==> src/spb_pkg.sv <==
// Shared constants and types of the serial port with baud divider.
// Assumes one module clock; pin inputs arrive unsynchronised.
package spb_pkg;
    localparam int SPB_DATA_W = 8;
    localparam int SPB_SEL_W = 3;
    localparam int SPB_CNT_W = 11;
    // Pin vector positions
    localparam int SPB_PIN_SCK = 0;
    localparam int SPB_PIN_SS = 1;
    localparam int SPB_PIN_MOSI = 2;
    localparam int SPB_PIN_MISO = 3;
    // Reset values
    localparam logic [3:0] SPB_PIN_RST = 4'h2;
    localparam logic [7:0] SPB_DATA_RST = 8'h00;
    // Timing counts
    localparam logic [4:0] SPB_EDGE_LAST = 5'h0f;
    localparam logic [2:0] SPB_BIT_LAST = 3'h7;
    typedef enum logic [1:0] {SPB_IDLE, SPB_SHIFT, SPB_TAIL} spb_state_e;
endpackage : spb_pkg

==> src/spb_div_if.sv <==
// Link between the core and its baud divider.
// Assumes both ends share one clock.
`timescale 1ns/1ps
interface spb_div_if;
    import spb_pkg::*;
    logic run;
    logic [SPB_SEL_W-1:0] presel;
    logic [SPB_SEL_W-1:0] sel;
    logic tick;
    modport core (output run, output presel, output sel, input tick);
    modport div (input run, input presel, input sel, output tick);
endinterface : spb_div_if

==> src/spb_baud_div.sv <==
// Baud divider: one tick per half serial clock period.
// Assumes run is only raised for a master transfer.
`timescale 1ns/1ps
module spb_baud_div (
    input wire logic clock,
    input wire logic srst,
    input wire logic clk_en,
    spb_div_if.div dv
);
    import spb_pkg::*;

    typedef struct packed {
        logic [SPB_CNT_W-1:0] cnt;
    } spb_div_s;

    spb_div_s r_reg;
    spb_div_s r_next;
    logic [SPB_CNT_W-1:0] half;

    // Half period is (pre+1) * 2^sel, full period twice that
    always_comb
    begin
        half = SPB_CNT_W'({1'b0, dv.presel} + 4'h1) << dv.sel; // RULE_01 RULE_02 RULE_03
        r_next = r_reg;
        if (!dv.run)
            r_next.cnt = '0; // RULE_04
        else if (r_reg.cnt >= half - 1'b1) // Live rate change cannot overrun
            r_next.cnt = '0;
        else
            r_next.cnt = r_reg.cnt + 1'b1;
    end

    assign dv.tick = dv.run && clk_en && (r_reg.cnt >= half - 1'b1);

    // Counter register
    always_ff @(posedge clock)
    begin
        if (srst)
            r_reg <= '0;
        else if (clk_en)
            r_reg <= r_next;
    end
endmodule : spb_baud_div

==> src/spb_core.sv <==
// Serial port core: master/slave shifter, fault, low power.
// Assumes mode 0 format, MSB first, 8-bit frames; pins sync here.
// What this block does
// [RULE_01] Zero fields divide module clock by two
// [RULE_02] Preselect plus one multiplies select divisor
// [RULE_03] Divisor is (pre+1) times 2^(sel+1)
// [RULE_04] Divider runs only for master transfers
// [RULE_05] Auto select low during transfer, else high
// [RULE_06] Auto select needs master, both enables
// [RULE_07] Single wire uses one data pin
// [RULE_08] Single wire leaves other data pin free
// [RULE_09] Shared pin enable sets direction
// [RULE_10] Clock out as master, select in slave
// [RULE_11] Master select low sets mode fault if select output off
// [RULE_12] No fault when detect off or slave
// [RULE_13] Fault forces slave, outputs off, idle
// [RULE_14] Fault clears shared pin enable in single wire mode
// [RULE_15] Status read then control write clears fault
// [RULE_16] Fault discards pending received byte
// [RULE_17] Disabled core frozen, registers still writable
// [RULE_18] Halt in wait stops clock generation
// [RULE_19] Master transfer resumes after wait
// [RULE_20] Slave keeps shifting its chosen source
// [RULE_21] Slave completion deferred to wait exit
// [RULE_22] Clock stop freezes and resumes transfer
// [RULE_23] Data register reads zero after reset
`timescale 1ns/1ps
module spb_core (
    input wire logic clock,
    input wire logic srst,
    input wire logic clk_en,
    input wire logic system_enable,
    input wire logic halt_in_wait,
    input wire logic cpu_wait,
    input wire logic ctrl1_write,
    input wire logic master_select,
    input wire logic select_output_enable,
    input wire logic fault_detect_enable,
    input wire logic ctrl2_write,
    input wire logic single_wire_select,
    input wire logic shared_pin_output_enable,
    input wire logic [spb_pkg::SPB_SEL_W-1:0] baud_preselect,
    input wire logic [spb_pkg::SPB_SEL_W-1:0] baud_select,
    input wire logic status_read,
    input wire logic data_write,
    input wire logic data_read,
    input wire logic [spb_pkg::SPB_DATA_W-1:0] data_in,
    output logic [spb_pkg::SPB_DATA_W-1:0] serial_data_register,
    output logic transfer_done_flag,
    output logic mode_fault_flag,
    output logic master_active,
    output logic shared_pin_oe_state,
    output logic busy,
    input wire logic sck_in,
    output logic sck_out,
    output logic sck_oe,
    input wire logic ss_n_in,
    output logic ss_n_out,
    output logic ss_oe,
    input wire logic mosi_in,
    output logic mosi_out,
    output logic mosi_oe,
    input wire logic miso_in,
    output logic miso_out,
    output logic miso_oe
);
    import spb_pkg::*;

    typedef struct packed {
        logic [3:0] s1;
        logic [3:0] s2;
        logic [3:0] s3;
        logic [3:0] pin;
        logic master;
        logic bidir_oe;
        logic fault;
        logic fault_armed;
        logic done;
        logic done_armed;
        logic [SPB_DATA_W-1:0] data;
        logic [SPB_DATA_W-1:0] tx;
        logic tx_full;
        logic [SPB_DATA_W-1:0] shreg;
        logic [SPB_DATA_W-1:0] hold;
        logic in_bit;
        spb_state_e st;
        logic [4:0] ecnt;
        logic sck;
        logic [2:0] bits;
        logic defer;
        logic wait_q;
        logic keep_dr;
    } spb_core_s;

    spb_core_s r_reg;
    spb_core_s r_next;
    logic halted;
    logic din;
    logic fault_now;
    logic rise;
    logic fall;
    logic auto_ss;

    spb_div_if dv ();

    spb_baud_div u_div (
        .clock(clock),
        .srst(srst),
        .clk_en(clk_en),
        .dv(dv)
    );

    // Divider gating and configuration
    assign halted = cpu_wait && halt_in_wait; // RULE_18
    assign dv.run = system_enable && r_reg.master && !halted
        && r_reg.st != SPB_IDLE; // RULE_04 RULE_19
    assign dv.presel = baud_preselect;
    assign dv.sel = baud_select;

    // Data pin choice by role and wire count
    always_comb
    begin
        if (r_reg.master)
            din = single_wire_select ? r_reg.pin[SPB_PIN_MOSI]
                : r_reg.pin[SPB_PIN_MISO]; // RULE_07 RULE_09
        else
            din = single_wire_select ? r_reg.pin[SPB_PIN_MISO]
                : r_reg.pin[SPB_PIN_MOSI]; // RULE_07 RULE_09
    end

    assign rise = r_reg.pin[SPB_PIN_SCK] && !r_reg.sck;
    assign fall = !r_reg.pin[SPB_PIN_SCK] && r_reg.sck;
    assign auto_ss = r_reg.master && select_output_enable
        && fault_detect_enable; // RULE_06
    assign fault_now = system_enable && r_reg.master && fault_detect_enable
        && !select_output_enable && !r_reg.pin[SPB_PIN_SS]; // RULE_11 RULE_12

    // Next state: sync, registers, shifter, fault, wait
    always_comb
    begin
        r_next = r_reg;
        r_next.s1 = {miso_in, mosi_in, ss_n_in, sck_in};
        r_next.s2 = r_reg.s1;
        r_next.s3 = r_reg.s2;
        for (int i = 0; i < 4; i++)
        begin
            if (r_reg.s2[i] == r_reg.s3[i])
                r_next.pin[i] = r_reg.s3[i];
        end
        // Software side, live even while disabled
        if (ctrl2_write)
            r_next.bidir_oe = shared_pin_output_enable;
        // A pending fault keeps the role slave until it is cleared
        if (ctrl1_write && (!r_reg.fault || r_reg.fault_armed))
            r_next.master = master_select; // RULE_13 RULE_15
        if (data_write)
        begin
            r_next.tx = data_in;
            r_next.tx_full = 1'b1;
        end
        if (status_read)
        begin
            r_next.fault_armed = r_reg.fault;
            r_next.done_armed = r_reg.done;
        end
        if (data_read && r_reg.done_armed)
        begin
            r_next.done = 1'b0;
            r_next.done_armed = 1'b0;
        end
        if (ctrl1_write && r_reg.fault_armed)
        begin
            r_next.fault = 1'b0; // RULE_15
            r_next.fault_armed = 1'b0;
        end
        if (system_enable) // RULE_17
        begin
            // Wait entry drops a deferred byte, exit posts it
            r_next.wait_q = halted;
            if (halted && !r_reg.wait_q)
            begin
                r_next.defer = 1'b0; // RULE_21
                r_next.keep_dr = r_reg.pin[SPB_PIN_SS]; // RULE_20
            end
            if (!halted && r_reg.wait_q && r_reg.defer)
            begin
                r_next.defer = 1'b0;
                r_next.data = r_reg.hold; // RULE_21
                r_next.done = 1'b1;
            end
            if (r_reg.master)
            begin
                case (r_reg.st)
                    SPB_IDLE:
                    begin
                        if (r_reg.tx_full && !halted)
                        begin
                            r_next.shreg = r_reg.tx;
                            r_next.tx_full = 1'b0;
                            r_next.st = SPB_SHIFT;
                            r_next.ecnt = '0;
                        end
                    end
                    SPB_SHIFT:
                    begin
                        if (dv.tick) // RULE_19 RULE_22
                        begin
                            r_next.ecnt = r_reg.ecnt + 1'b1;
                            if (!r_reg.ecnt[0])
                            begin
                                r_next.sck = 1'b1;
                                r_next.in_bit = din;
                            end
                            else
                            begin
                                r_next.sck = 1'b0;
                                r_next.shreg = {r_reg.shreg[6:0], r_reg.in_bit};
                            end
                            if (r_reg.ecnt == SPB_EDGE_LAST)
                                r_next.st = SPB_TAIL;
                        end
                    end
                    SPB_TAIL:
                    begin
                        if (dv.tick)
                        begin
                            r_next.data = r_reg.shreg;
                            r_next.done = 1'b1;
                            r_next.st = SPB_IDLE;
                        end
                    end
                    default:
                        r_next.st = SPB_IDLE;
                endcase
                // Fault aborts and discards the frame
                if (fault_now)
                begin
                    r_next.fault = 1'b1; // RULE_11
                    r_next.master = 1'b0; // RULE_13
                    r_next.st = SPB_IDLE;
                    r_next.sck = 1'b0;
                    r_next.ecnt = '0;
                    r_next.data = r_reg.data; // RULE_16
                    r_next.done = r_reg.done;
                    if (single_wire_select)
                        r_next.bidir_oe = 1'b0; // RULE_14
                end
            end
            else
            begin
                // Slave follows the external clock
                r_next.sck = r_reg.pin[SPB_PIN_SCK]; // RULE_10
                r_next.st = SPB_IDLE;
                if (r_reg.pin[SPB_PIN_SS])
                begin
                    r_next.bits = '0;
                    if (!halted || r_reg.keep_dr)
                        r_next.shreg = r_reg.tx;
                end
                else
                begin
                    if (rise)
                        r_next.in_bit = din;
                    if (fall)
                    begin
                        r_next.shreg = {r_reg.shreg[6:0], r_reg.in_bit};
                        r_next.bits = r_reg.bits + 1'b1;
                        if (r_reg.bits == SPB_BIT_LAST)
                        begin
                            if (halted)
                            begin
                                r_next.defer = 1'b1; // RULE_21
                                r_next.hold = {r_reg.shreg[6:0], r_reg.in_bit};
                                if (r_reg.keep_dr)
                                    r_next.shreg = r_reg.tx; // RULE_20
                            end
                            else
                            begin
                                r_next.data = {r_reg.shreg[6:0], r_reg.in_bit};
                                r_next.done = 1'b1;
                            end
                        end
                    end
                end
            end
        end
    end

    // State register, frozen while the clock enable is low
    always_ff @(posedge clock)
    begin
        if (srst)
        begin
            r_reg <= '0;
            r_reg.s2 <= SPB_PIN_RST;
            r_reg.s3 <= SPB_PIN_RST;
            r_reg.pin <= SPB_PIN_RST;
            r_reg.data <= SPB_DATA_RST; // RULE_23
        end
        else if (clk_en) // RULE_22
            r_reg <= r_next;
    end

    // Status outputs
    assign serial_data_register = r_reg.data;
    assign transfer_done_flag = r_reg.done;
    assign mode_fault_flag = r_reg.fault;
    assign master_active = r_reg.master;
    assign shared_pin_oe_state = r_reg.bidir_oe;
    assign busy = r_reg.st != SPB_IDLE;

    // Pin drivers by role and wire count
    assign sck_out = r_reg.sck;
    assign sck_oe = system_enable && r_reg.master; // RULE_10 RULE_13
    assign ss_n_out = r_reg.st == SPB_IDLE; // RULE_05
    assign ss_oe = system_enable && auto_ss; // RULE_06 RULE_10
    assign mosi_out = r_reg.shreg[7];
    assign mosi_oe = system_enable && r_reg.master
        && (!single_wire_select || r_reg.bidir_oe); // RULE_08 RULE_09
    assign miso_out = r_reg.shreg[7];
    assign miso_oe = system_enable && !r_reg.master && !r_reg.fault
        && !r_reg.pin[SPB_PIN_SS]
        && (!single_wire_select || r_reg.bidir_oe); // RULE_08 RULE_13
endmodule : spb_core

==> config.mk <==
export PLATFORM = sky130hd
export DESIGN_NAME = spb_core
export DESIGN_NICKNAME = d
export VERILOG_FILES = /design/src/spb_pkg.sv /design/src/spb_div_if.sv /design/src/spb_baud_div.sv /design/src/spb_core.sv
export SDC_FILE = /design/constraint.sdc
export NUM_CORES = 1
export LEC_CHECK = 0
export ABC_CLOCK_PERIOD_IN_PS = 9800
export BUFFER_PORTS_ARGS = -buffer_cell sky130_fd_sc_hd__buf_2
export CAP_MARGIN = 10
export CORE_MARGIN = 5
export CORE_UTILIZATION = 37
export CTS_BUF_LIST = sky130_fd_sc_hd__clkbuf_2 sky130_fd_sc_hd__clkbuf_4 sky130_fd_sc_hd__clkbuf_8
export DETAILED_ROUTE_END_ITERATION = 10
export GPL_ROUTABILITY_DRIVEN = 0
export GPL_TIMING_DRIVEN = 0
export MAX_ROUTING_LAYER = met4
export PLACE_DENSITY = 0.52
export SETUP_SLACK_MARGIN = 0.15
export SLEW_MARGIN = 20
export SYNTH_ARGS = -nofsm -noshare
export SYNTH_HDL_FRONTEND = slang
export SYNTH_SLANG_ARGS = --single-unit
==> constraint.sdc <==
create_clock -name clock -period 9.8 [get_ports clock]
set_input_delay 0.49 -clock clock [delete_from_list [all_inputs] [get_ports clock]]
set_output_delay 0.49 -clock clock [all_outputs]
set_load 0.03 [all_outputs]
==> impl_metrics.py, run 1 <==
metrics = {
    "floorplan": {
        "chipWidth_um": 125,
        "rows": 42,
        "die_area_um2": 15600,
        "start_util": 0.374,
        "coreArea_um2": 13100,
        "ioPinCount": 55,
        "die_h_um": 125,
    },
    "route": {
        "detail-route-antenna-nets": 0,
        "dr_total_vias": 4791,
        "routed_wirelength_um": 13600,
        "wl_per_cell_um": 16.0,
        "firstDrtPassIters": 5,
        "drt_iter0_markers": 513,
        "vias_per_cell": 5.63,
        "drc": 0,
    },
    "synthesis": {
        "synth_seq_cells": 81,
        "netlist_top_cells_area": "dfxtp_1 33%, mux2i_1 7.4%, a21oi_1 6.0%",
        "synth-async-reset-ratio": 0,
        "mappedNetlistArea_um2": 4890,
        "syn_nets": 659,
        "netlist_instances": 607,
        "synth-edff-count": 0,
        "ys_warn_count": 0,
        "yosysTopAreaCell": "dfxtp_1",
        "yosysSeqAreaShare": 0.332,
        "synth.distinct_cells": 71,
        "synth_area_per_cell_um2": 8.06,
        "synth_flop_cell": "dfxtp_1",
        "yosysTopAreaCellShare": 0.332,
    },
    "min_path": {
        "hp-class": "in -> reg",
    },
    "power": {
        "irDropWorstVdd_uv": 83.8,
        "p_leak_nw": 2.16,
        "power.density_nw_per_um2": 128,
    },
    "clocking": {
        "cts_setup_buffers": 0,
        "cts_tree": "yes",
        "clk_latency_ps": 360,
        "cts_root_buffer": "clkbuf_8",
        "h-tree-depth": 3,
        "clk_pin_slew_ps": 90,
        "clockBufferDepth": 2,
        "cts_num_sinks": 81,
        "cts_hold_buf": 0,
        "cts_resized": 0,
        "cts_buffers": 9,
    },
    "setup_path": {
        "crit_required_ps": 10040,
        "cp-start-kind": "input port",
        "worstPathArrival_ps": 4820,
        "crit_fanout": 10,
        "endpoint_kind": "register",
        "path_class": "in -> reg",
    },
    "sta": {
        "hold_viol_final": 0,
        "relSlewSlack": 0.378,
        "max_freq_ghz": 0.218,
        "worst_pin_slew_ps": 928,
        "clock_skew_ps": 15.5,
        "finalCriticalPeriod_ps": 4590,
        "setup_tns_ps": 0,
        "drv_slew": 0,
        "setup_viol": 0,
        "rsz0062_at_grt": "no",
        "fin_crit_sh": 0.468,
    },
    "global_routing": {
        "overflow": 0,
        "antenna_found_initial": 0,
        "grt_max_degree": 15,
        "grt_pass1_wl_um": 22300,
        "grt_pass1_vias": 4411,
        "track_usage": 0.175,
    },
    "placement": {
        "postPlaceCellArea_um2": 5370,
        "dp_hpwl_um": 10000,
        "io_buffer_count": 52,
    },
    "finish": {
        "post-route-cell-area_um2": 5600,
        "largest_register_ffs": 48,
        "syn_to_final_growth_pct": 14.5,
        "nets": 722,
        "utilization": 0.428,
        "drive_gt1_frac": 0.160,
        "antennaDiodeCount": 0,
    },
    "flow_run": {
        "drv_cap": 0,
    },
    "outcome": {
        "status": "finished, final reports clean",
    },
}
==> final timing paths <==
check	start	end	slack [ps]	cells past startpoint
min	data_in[1]	r_reg[33]$_SDFFE_PP0P_	350	3
max	baud_preselect[1]	miso_out$_SDFFE_PP0P_	5210	17
min reg2reg	r_reg[37]$_SDFFE_PP0P_	r_reg[37]$_SDFFE_PP0P_	460	2
max reg2reg	u_div.r_reg[0]$_SDFFE_PP0P_	miso_out$_SDFFE_PP0P_	6980	9
==> logic make-up (layout without fill, tap and decap cells) <==
family	after synthesis	count (layout)	share of synthesized area
AO/OA/AOI/OAI	172	172	0.224
XOR/XNOR	9	9	0.0161
adder cells (fa/ha/maj)	18	18	0.0460
buffers and inverters	63	131	0.0665
flip-flops	81	81	0.332
multiplexers	39	39	0.0814
AND/OR/NAND/NOR	225	225	0.234
==> cell usage in the layout, fill, tap and decap left out, drive strengths merged, types with 6 or more instances in the layout <==
cell    count
nor4        6
dfxtp      81
ha         18
mux2i      36
nand2b      8
a21oi      60
nor2b       8
nand4      13
or3        10
clkbuf     27
nand2      62
xor2        6
nor2       59
a211oi     15
buf        75
o21ai      36
nor3        9
and3        9
inv        23
o311ai     11
nand3      21
a22oi      14
==> metrics by stage <==
stage / setup WS [ps] / power, W / hold slack (ps) / cells
3_3_place_gp: 4920 / 0.000442 / 444 / 835
3_5_place_dp: 4920 / 0.000443 / 453 / 835
2_1_floorplan: 5860 / 0.000413 / 436 / 607
6_report: 5210 / 0.000716 / 353 / 851
4_1_cts: 5290 / 0.000721 / 346 / 851
5_1_grt: 4930 / 0.000747 / 341 / 851
==> layout make-up <==
type	instances	area [µm²]
clock inverter	6	90.1
timing repair buffer	52	260
multi-input combinational	463	2940
clock buffer	10	138
buffer	40	239
sequential	81	1620
tap	176	220
fill	1308	7490
inverter	23	86.3
==> cells in the mapped netlist (4+ instances only) <==
master,n
xor2_1,6
nor4_1,4
and3_1,9
nand3_1,21
a211oi_1,15
nand4_1,13
a22oi_1,14
dfxtp_1,81
nand2_1,62
nor2_1,58
mux2i_1,36
buf_2,7
nor3_1,8
nor2b_1,8
clkbuf_1,15
o21ai_0,34
o311ai_0,11
nand2b_1,8
inv_1,22
ha_1,18
buf_4,10
a21oi_1,59
or3_1,10
==> where the power goes <==
part	internal, W	leakage (nW)	total, W	switching, W
Sequential	0.000335	0.656	0.000339	0.00000471
Combinational	0.0000364	1.39	0.0000964	0.0000600
Clock	0.000151	0.113	0.000281	0.000129
==> routing by layer <==
metal / vias to the layer above / GRT usage / part of all wire
li1: 2345 / - / -
met1: 2281 / 0.242 / 0.49
met2: 150 / 0.262 / 0.44
met3: 15 / 0.0316 / 0.053
met4: 0 / 0.0517 / 0.013
met5: - / - / 0
==> critical path: stages <==
cell and delay [ps]:
buf_2 130, ha_1 380, nor2b_1 190, a21oi_2 330
nand2b_1 170, ha_1 200, nor4b_2 410, nand2_1 120
xor2_1 170, ha_1 300, a211oi_1 220, nor2_1 80
a211o_1 340, nor3_1 700, clkbuf_1 360, or3_1 160
a21oi_1 50
(Power assumes the default switching activity.)
==> run 2: changes to the inputs <==
ABC_AREA = 1   (was default)
ABC_CLOCK_PERIOD_IN_PS = 3800   (was 9800)
PLACE_DENSITY = 0.54   (was 0.52)
clock period = 3.8 ns   (was 9.8 ns; I/O delays follow)
==> impl_metrics.py, run 2 <==
metrics = {
    "outcome": {
        "status": "finished, final reports clean",
    },
    "synthesis": {
        "mappedNetlistArea_um2": 5080,
        "synth_seq_cells": 81,
        "ys_warn_count": 0,
        "syn_nets": 834,
        "synth-async-reset-ratio": 0,
        "yosysTopAreaCell": "dfxtp_1",
        "netlist_top_cells_area": "dfxtp_1 32%, nand2_1 12%, a21oi_1 7.7%",
        "yosysTopAreaCellShare": 0.319,
        "synth_area_per_cell_um2": 6.50,
        "yosysSeqAreaShare": 0.319,
        "synth_flop_cell": "dfxtp_1",
        "netlist_instances": 782,
        "synth-edff-count": 0,
        "synth.distinct_cells": 45,
        "synth_commonest_cells": "159 x nand2_1, 94 x nor2_1, 93 x inv_1",
        "post-synth-top-count-cell": "nand2_1",
    },
    "global_routing": {
        "overflow": 0,
        "grt_pass1_wl_um": 24800,
        "track_usage": 0.195,
        "grt_max_degree": 15,
        "antenna_found_initial": 0,
        "grt_pass1_vias": 4992,
    },
    "clocking": {
        "cts_resized": 0,
        "clockBufferDepth": 2,
        "clk_latency_ps": 380,
        "h-tree-depth": 3,
        "cts_tree": "yes",
        "cts_buffers": 9,
        "cts_hold_buf": 0,
        "clk_pin_slew_ps": 90,
        "cts_root_buffer": "clkbuf_8",
        "cts_num_sinks": 81,
        "cts_setup_buffers": 0,
    },
    "finish": {
        "nets": 899,
        "antennaDiodeCount": 0,
        "drive_gt1_frac": 0.137,
        "largest_register_ffs": 48,
        "mostFrequentLayoutCell": "nand2_1",
        "syn_to_final_growth_pct": 14.4,
        "layout.cells.most_common_list": "159 x nand2_1, 94 x nor2_1, 93 x inv_1",
        "fillCellCount": 1486,
    },
    "route": {
        "firstDrtPassIters": 5,
        "wl_met1_um": 7150,
        "drc": 0,
        "wl_met2_um": 6730,
        "drt_iter0_markers": 434,
        "wl_met3_um": 807,
        "detail-route-antenna-nets": 0,
        "vias_per_cell": 5.20,
        "routed_wirelength_um": 15000,
        "dr_total_vias": 5348,
        "top_layer": "met4",
        "wl_per_cell_um": 14.6,
    },
    "floorplan": {
        "start_util": 0.381,
        "rows": 42,
        "ioPinCount": 55,
        "chipWidth_um": 127,
        "die_h_um": 127,
        "die_area_um2": 16200,
        "coreArea_um2": 13300,
    },
    "power": {
        "p_leak_nw": 2.67,
        "irDropWorstVdd_uv": 211,
        "power.density_nw_per_um2": 354,
    },
    "sta": {
        "hold_viol_final": 0,
        "drv_slew": 0,
        "rsz0062_at_grt": "no",
        "max_freq_ghz": 0.311,
        "fin_crit_sh": 0.847,
        "clock_skew_ps": 14.6,
        "setup_viol": 0,
        "setup_slack_ps": 582,
        "worst_pin_slew_ps": 648,
        "setup_tns_ps": 0,
        "finalCriticalPeriod_ps": 3220,
        "relSlewSlack": 0.565,
    },
    "setup_path": {
        "crit_required_ps": 4110,
        "path_class": "in -> reg",
        "crit_fanout": 10,
        "worstPathArrival_ps": 3530,
        "endpoint_kind": "register",
        "path_common_cell": "nand2_1",
        "crit_chain": "buf_2 -> ha_1 -> nand2_1 -> o21ai_1 -> or2_1 -> nand3_1 -> nand3_1 -> nor2_1 -> nand3_1 -> nand2_1 -> nand2_1 -> ha_1 -> nand2_1 -> nor2_1 -> inv_1 -> a21oi_1 -> nor2_1 -> nand2_1 -> buf_2 -> nand3_4 -> nand2_1 -> nand3_1 -> a21oi_1",
        "rr_startpoint": "u_div.r_reg[8]$_SDFFE_PP0P_",
        "startpoint": "baud_preselect[0]",
        "max_stage_delay_ps": 320,
        "slowest_stage": "ha_1",
        "cp-start-kind": "input port",
    },
    "placement": {
        "io_buffer_count": 54,
        "dp_hpwl_um": 11300,
        "post-place-ws_ps": 224,
    },
    "min_path": {
        "min_from": "miso_in",
        "hp-class": "in -> reg",
    },
    "flow_run": {
        "drv_cap": 0,
    },
}
## run 2: cell count changes after synthesis, moves of 8 or more
cell	delta
nor2b_1	-8
nand2_1	+97
o21ai_0	+43
mux2i_1	-35
a21oi_1	+19
or3_1	-10
o311ai_0	-10
a22oi_1	-14
nand2b_1	-8
nor2_1	+36
inv_1	+71
and3_1	-9
nand3_1	+40
## run 2: layout make-up
cell class | count | area, µm² | area share
Buffer | 35 | 199 | 0.0342
Clock buffer | 9 | 124 | 0.0213
Clock inverter | 7 | 119 | 0.0204
Inverter | 98 | 374 | 0.0643
Multi-Input combinational cell | 568 | 2890 | 0.496
Sequential cell | 81 | 1620 | 0.279
Tap cell | 176 | 220 | 0.0379
Timing Repair Buffer | 54 | 270 | 0.0465
## run 2: kinds of logic after synthesis
group,share of synthesized area
AO/OA/AOI/OAI,0.187
adder cells (fa/ha/maj),0.0443
XOR/XNOR,0.0138
multiplexers,0.00419
AND/OR/NAND/NOR,0.319
flip-flops,0.319
buffers and inverters,0.113
## run 2: worst paths after layout
path,endpoint,slack [ps],cells past startpoint
max,serial_data_register[0]$_SDFFE_PP0P_,580,23
min,r_next[65]$_SDFFE_PP0P_,40,3
max reg2reg,serial_data_register[0]$_SDFFE_PP0P_,1590,12
min reg2reg,r_reg[54]$_SDFFE_PP0P_,470,2
## run 2: routing by layer
metal,vias to the layer above,GRT usage
met1,2456,0.261
met5,-,-
met2,157,0.291
met4,0,0.0669
met3,26,0.0409
li1,2709,-
## run 2: critical path: cells and delay by family
| kind | cells | cell delay, ps |
|---|---|---|
| adders and majority gates | 2 | 620 |
| buffers and inverters | 3 | 470 |
| AOI/OAI and AO/OA | 3 | 360 |
| and+or+nand+nor | 15 | 1890 |
## run 2: metrics by stage
| stage | power, W | hold slack (ps) | cells | utilization | instance area, µm² |
|---|---|---|---|---|---|
| final | 0.00206 | 40.0 | 1028 | 0.436 | 5810 |
| after global routing | 0.00217 | 15.3 | 1028 | 0.436 | 5810 |
| after CTS | 0.00207 | 22.4 | 1028 | 0.436 | 5810 |
| after detailed placement | 0.00129 | 420 | 1012 | 0.417 | 5570 |
| after global placement | 0.00128 | 415 | 1012 | 0.417 | 5570 |
| after floorplan | 0.00118 | 299 | 782 | - | 5080 |
## run 2: report_power, final
group / switching [W] / internal [W] / total [W]
Combinational: 0.000237 / 0.000120 / 0.000357
Clock: 0.000351 / 0.000436 / 0.000787
Sequential: 0.0000301 / 0.000884 / 0.000914
==> run 3: changes to the inputs <==
ABC_CLOCK_PERIOD_IN_PS = 3050   (was 3800)
PLACE_DENSITY = 0.52   (was 0.54)
clock period = 3.05 ns   (was 3.8 ns; I/O delays follow)
==> impl_metrics.py, run 3 (synthesized netlist as in run 2, its figures left out) <==
metrics = {
    "route": {
        "vias_per_cell": 5.19,
        "drt_iter0_markers": 397,
        "wl_per_cell_um": 14.9,
        "dr_total_vias": 5387,
        "drc": 0,
        "firstDrtPassIters": 5,
        "detail-route-antenna-nets": 0,
        "routed_wirelength_um": 15500,
    },
    "min_path": {
        "hp-class": "in -> reg",
        "min_to": "r_next[65]$_SDFFE_PP0P_",
        "whs_path_depth": 3,
        "min_from": "miso_in",
    },
    "sta": {
        "clock_skew_ps": 22.7,
        "drv_slew": 0,
        "fin_crit_sh": 0.884,
        "max_freq_ghz": 0.371,
        "finalCriticalPeriod_ps": 2700,
        "relSlewSlack": 0.558,
        "worst_pin_slew_ps": 658,
        "setup_slack_ps": 353,
        "rsz0062_at_grt": "no",
        "hold_viol_final": 0,
        "holdWs_ps": 12.5,
        "setup_viol": 0,
    },
    "global_routing": {
        "overflow": 0,
        "grt_pass1_wl_um": 24800,
        "antenna_found_initial": 0,
        "track_usage": 0.195,
        "grt_pass1_vias": 4914,
        "grt_max_degree": 15,
    },
    "power": {
        "irDropWorstVdd_uv": 294,
        "power.density_nw_per_um2": 420,
        "p_leak_nw": 2.74,
    },
    "clocking": {
        "cts_buffers": 9,
        "clockBufferDepth": 2,
        "cts_num_sinks": 81,
        "cts_tree": "yes",
        "clk_pin_slew_ps": 100,
        "clk_latency_ps": 390,
        "cts_root_buffer": "clkbuf_8",
        "h-tree-depth": 3,
    },
    "finish": {
        "antennaDiodeCount": 0,
        "syn_to_final_growth_pct": 19.0,
        "nets": 909,
        "layout.cells.most_common_list": "152 x nand2_1, 93 x inv_1, 89 x nor2_1",
        "largest_register_ffs": 48,
        "utilization": 0.453,
        "drive_gt1_frac": 0.174,
        "mostFrequentLayoutCell": "nand2_1",
    },
    "setup_path": {
        "crit_required_ps": 3380,
        "crit_fanout": 7,
        "rr_startpoint": "master_active$_SDFFE_PP0P_",
        "r2r_cells": 5,
        "endpoint_kind": "register",
        "worstPathArrival_ps": 3030,
        "rrSetupSlack_ps": 970,
        "cp-start-kind": "input port",
        "path_class": "in -> reg",
        "startpoint": "baud_preselect[0]",
        "rr_endpoint": "master_active$_SDFFE_PP0P_",
    },
    "flow_run": {
        "drv_cap": 0,
    },
    "placement": {
        "post-place-ws_ps": -528,
        "dp_hpwl_um": 11500,
        "io_buffer_count": 54,
    },
    "outcome": {
        "status": "finished, final reports clean",
    },
    "floorplan": {
        "ioPinCount": 55,
        "die_h_um": 127,
        "chipWidth_um": 127,
        "start_util": 0.381,
        "rows": 42,
        "die_area_um2": 16200,
        "coreArea_um2": 13300,
    },
}
[run 3: changes by cell type in the layout (fill, tap and decap cells not counted), moves of 5 or more]
| cell | delta |
|---|---|
| nand2_1 | -7 |
| nand3_1 | -7 |
| nand3_2 | +7 |
| buf_4 | +5 |
| nand2_2 | +5 |
| nor2_1 | -5 |
[run 3: cell type report]
type | instances | area [µm²]
fill | 1436 | 7300
multi-input combinational | 569 | 3030
buffer | 35 | 205
tap | 176 | 220
sequential | 81 | 1620
clock buffer | 10 | 131
inverter | 98 | 374
timing repair buffer | 63 | 368
clock inverter | 6 | 90.1
[run 3: routing by layer]
layer  wire (µm)  global-route usage  vias to the layer above
li1            -                   -                     2732
met1        7720               0.279                     2473
met2        6660               0.287                      167
met3         847              0.0275                       15
met4         219              0.0580                        0
met5           0                   -                        -
[run 3: worst max path at each step]
stage	end	slack, ps	depth (start not counted)
CTS	r_reg[10]$_SDFFE_PP0P_	180	23
global placement	serial_data_register[1]$_SDFFE_PP0P_	-470	23
detailed placement	serial_data_register[1]$_SDFFE_PP0P_	-530	23
floorplan	r_reg[13]$_SDFFE_PP0P_	250	24
global route	r_reg[11]$_SDFFE_PP0P_	120	24
finish	serial_data_register[2]$_SDFFE_PP0P_	350	22
[run 3: repair_timing]
item                                   in CTS  in global routing
endpoints found under the hold margin       2                  0
setup buffers                               6                  1
pin swaps                                   4                 11
hold buffers                                2                  0
cloned                                      1                  0
resized for setup                           6                 27
setup endpoints to repair                  25                 36
[run 3: through the flow]
step	TNS, ps	power [W]	instance area, µm²	std cells
finish	0	0.00254	6040	1038
global route	0	0.00266	6040	1038
CTS	0	0.00252	5910	1037
detailed placement	-11220	0.00161	5570	1012
global placement	-9290	0.00160	5570	1012
floorplan	0	0.00147	5080	782
[run 3: report_power, final]
part / internal, W / switching [W] / total, W / leakage, nW
clock: 0.000473 / 0.000437 / 0.000911 / 0.110
sequential: 0.00110 / 0.0000379 / 0.00114 / 0.661
combinational: 0.000169 / 0.000318 / 0.000487 / 1.97
total: 0.00174 / 0.000793 / 0.00254 / 2.74
[run 3: critical path, cell delays in order]
cell	delay (ps)
buf_2	150
ha_4	280
nand2_1	60
o21ai_2	90
nand3_2	120
ha_1	250
nand3_1	140
nor2_4	50
buf_4	130
xnor2_1	130
ha_1	300
nand2_1	70
nor2_1	140
nand2_1	70
nor2_1	80
nor2_1	70
nand2_2	110
buf_6	160
nand3_4	130
nand2_2	130
nand3_2	70
a21oi_2	150
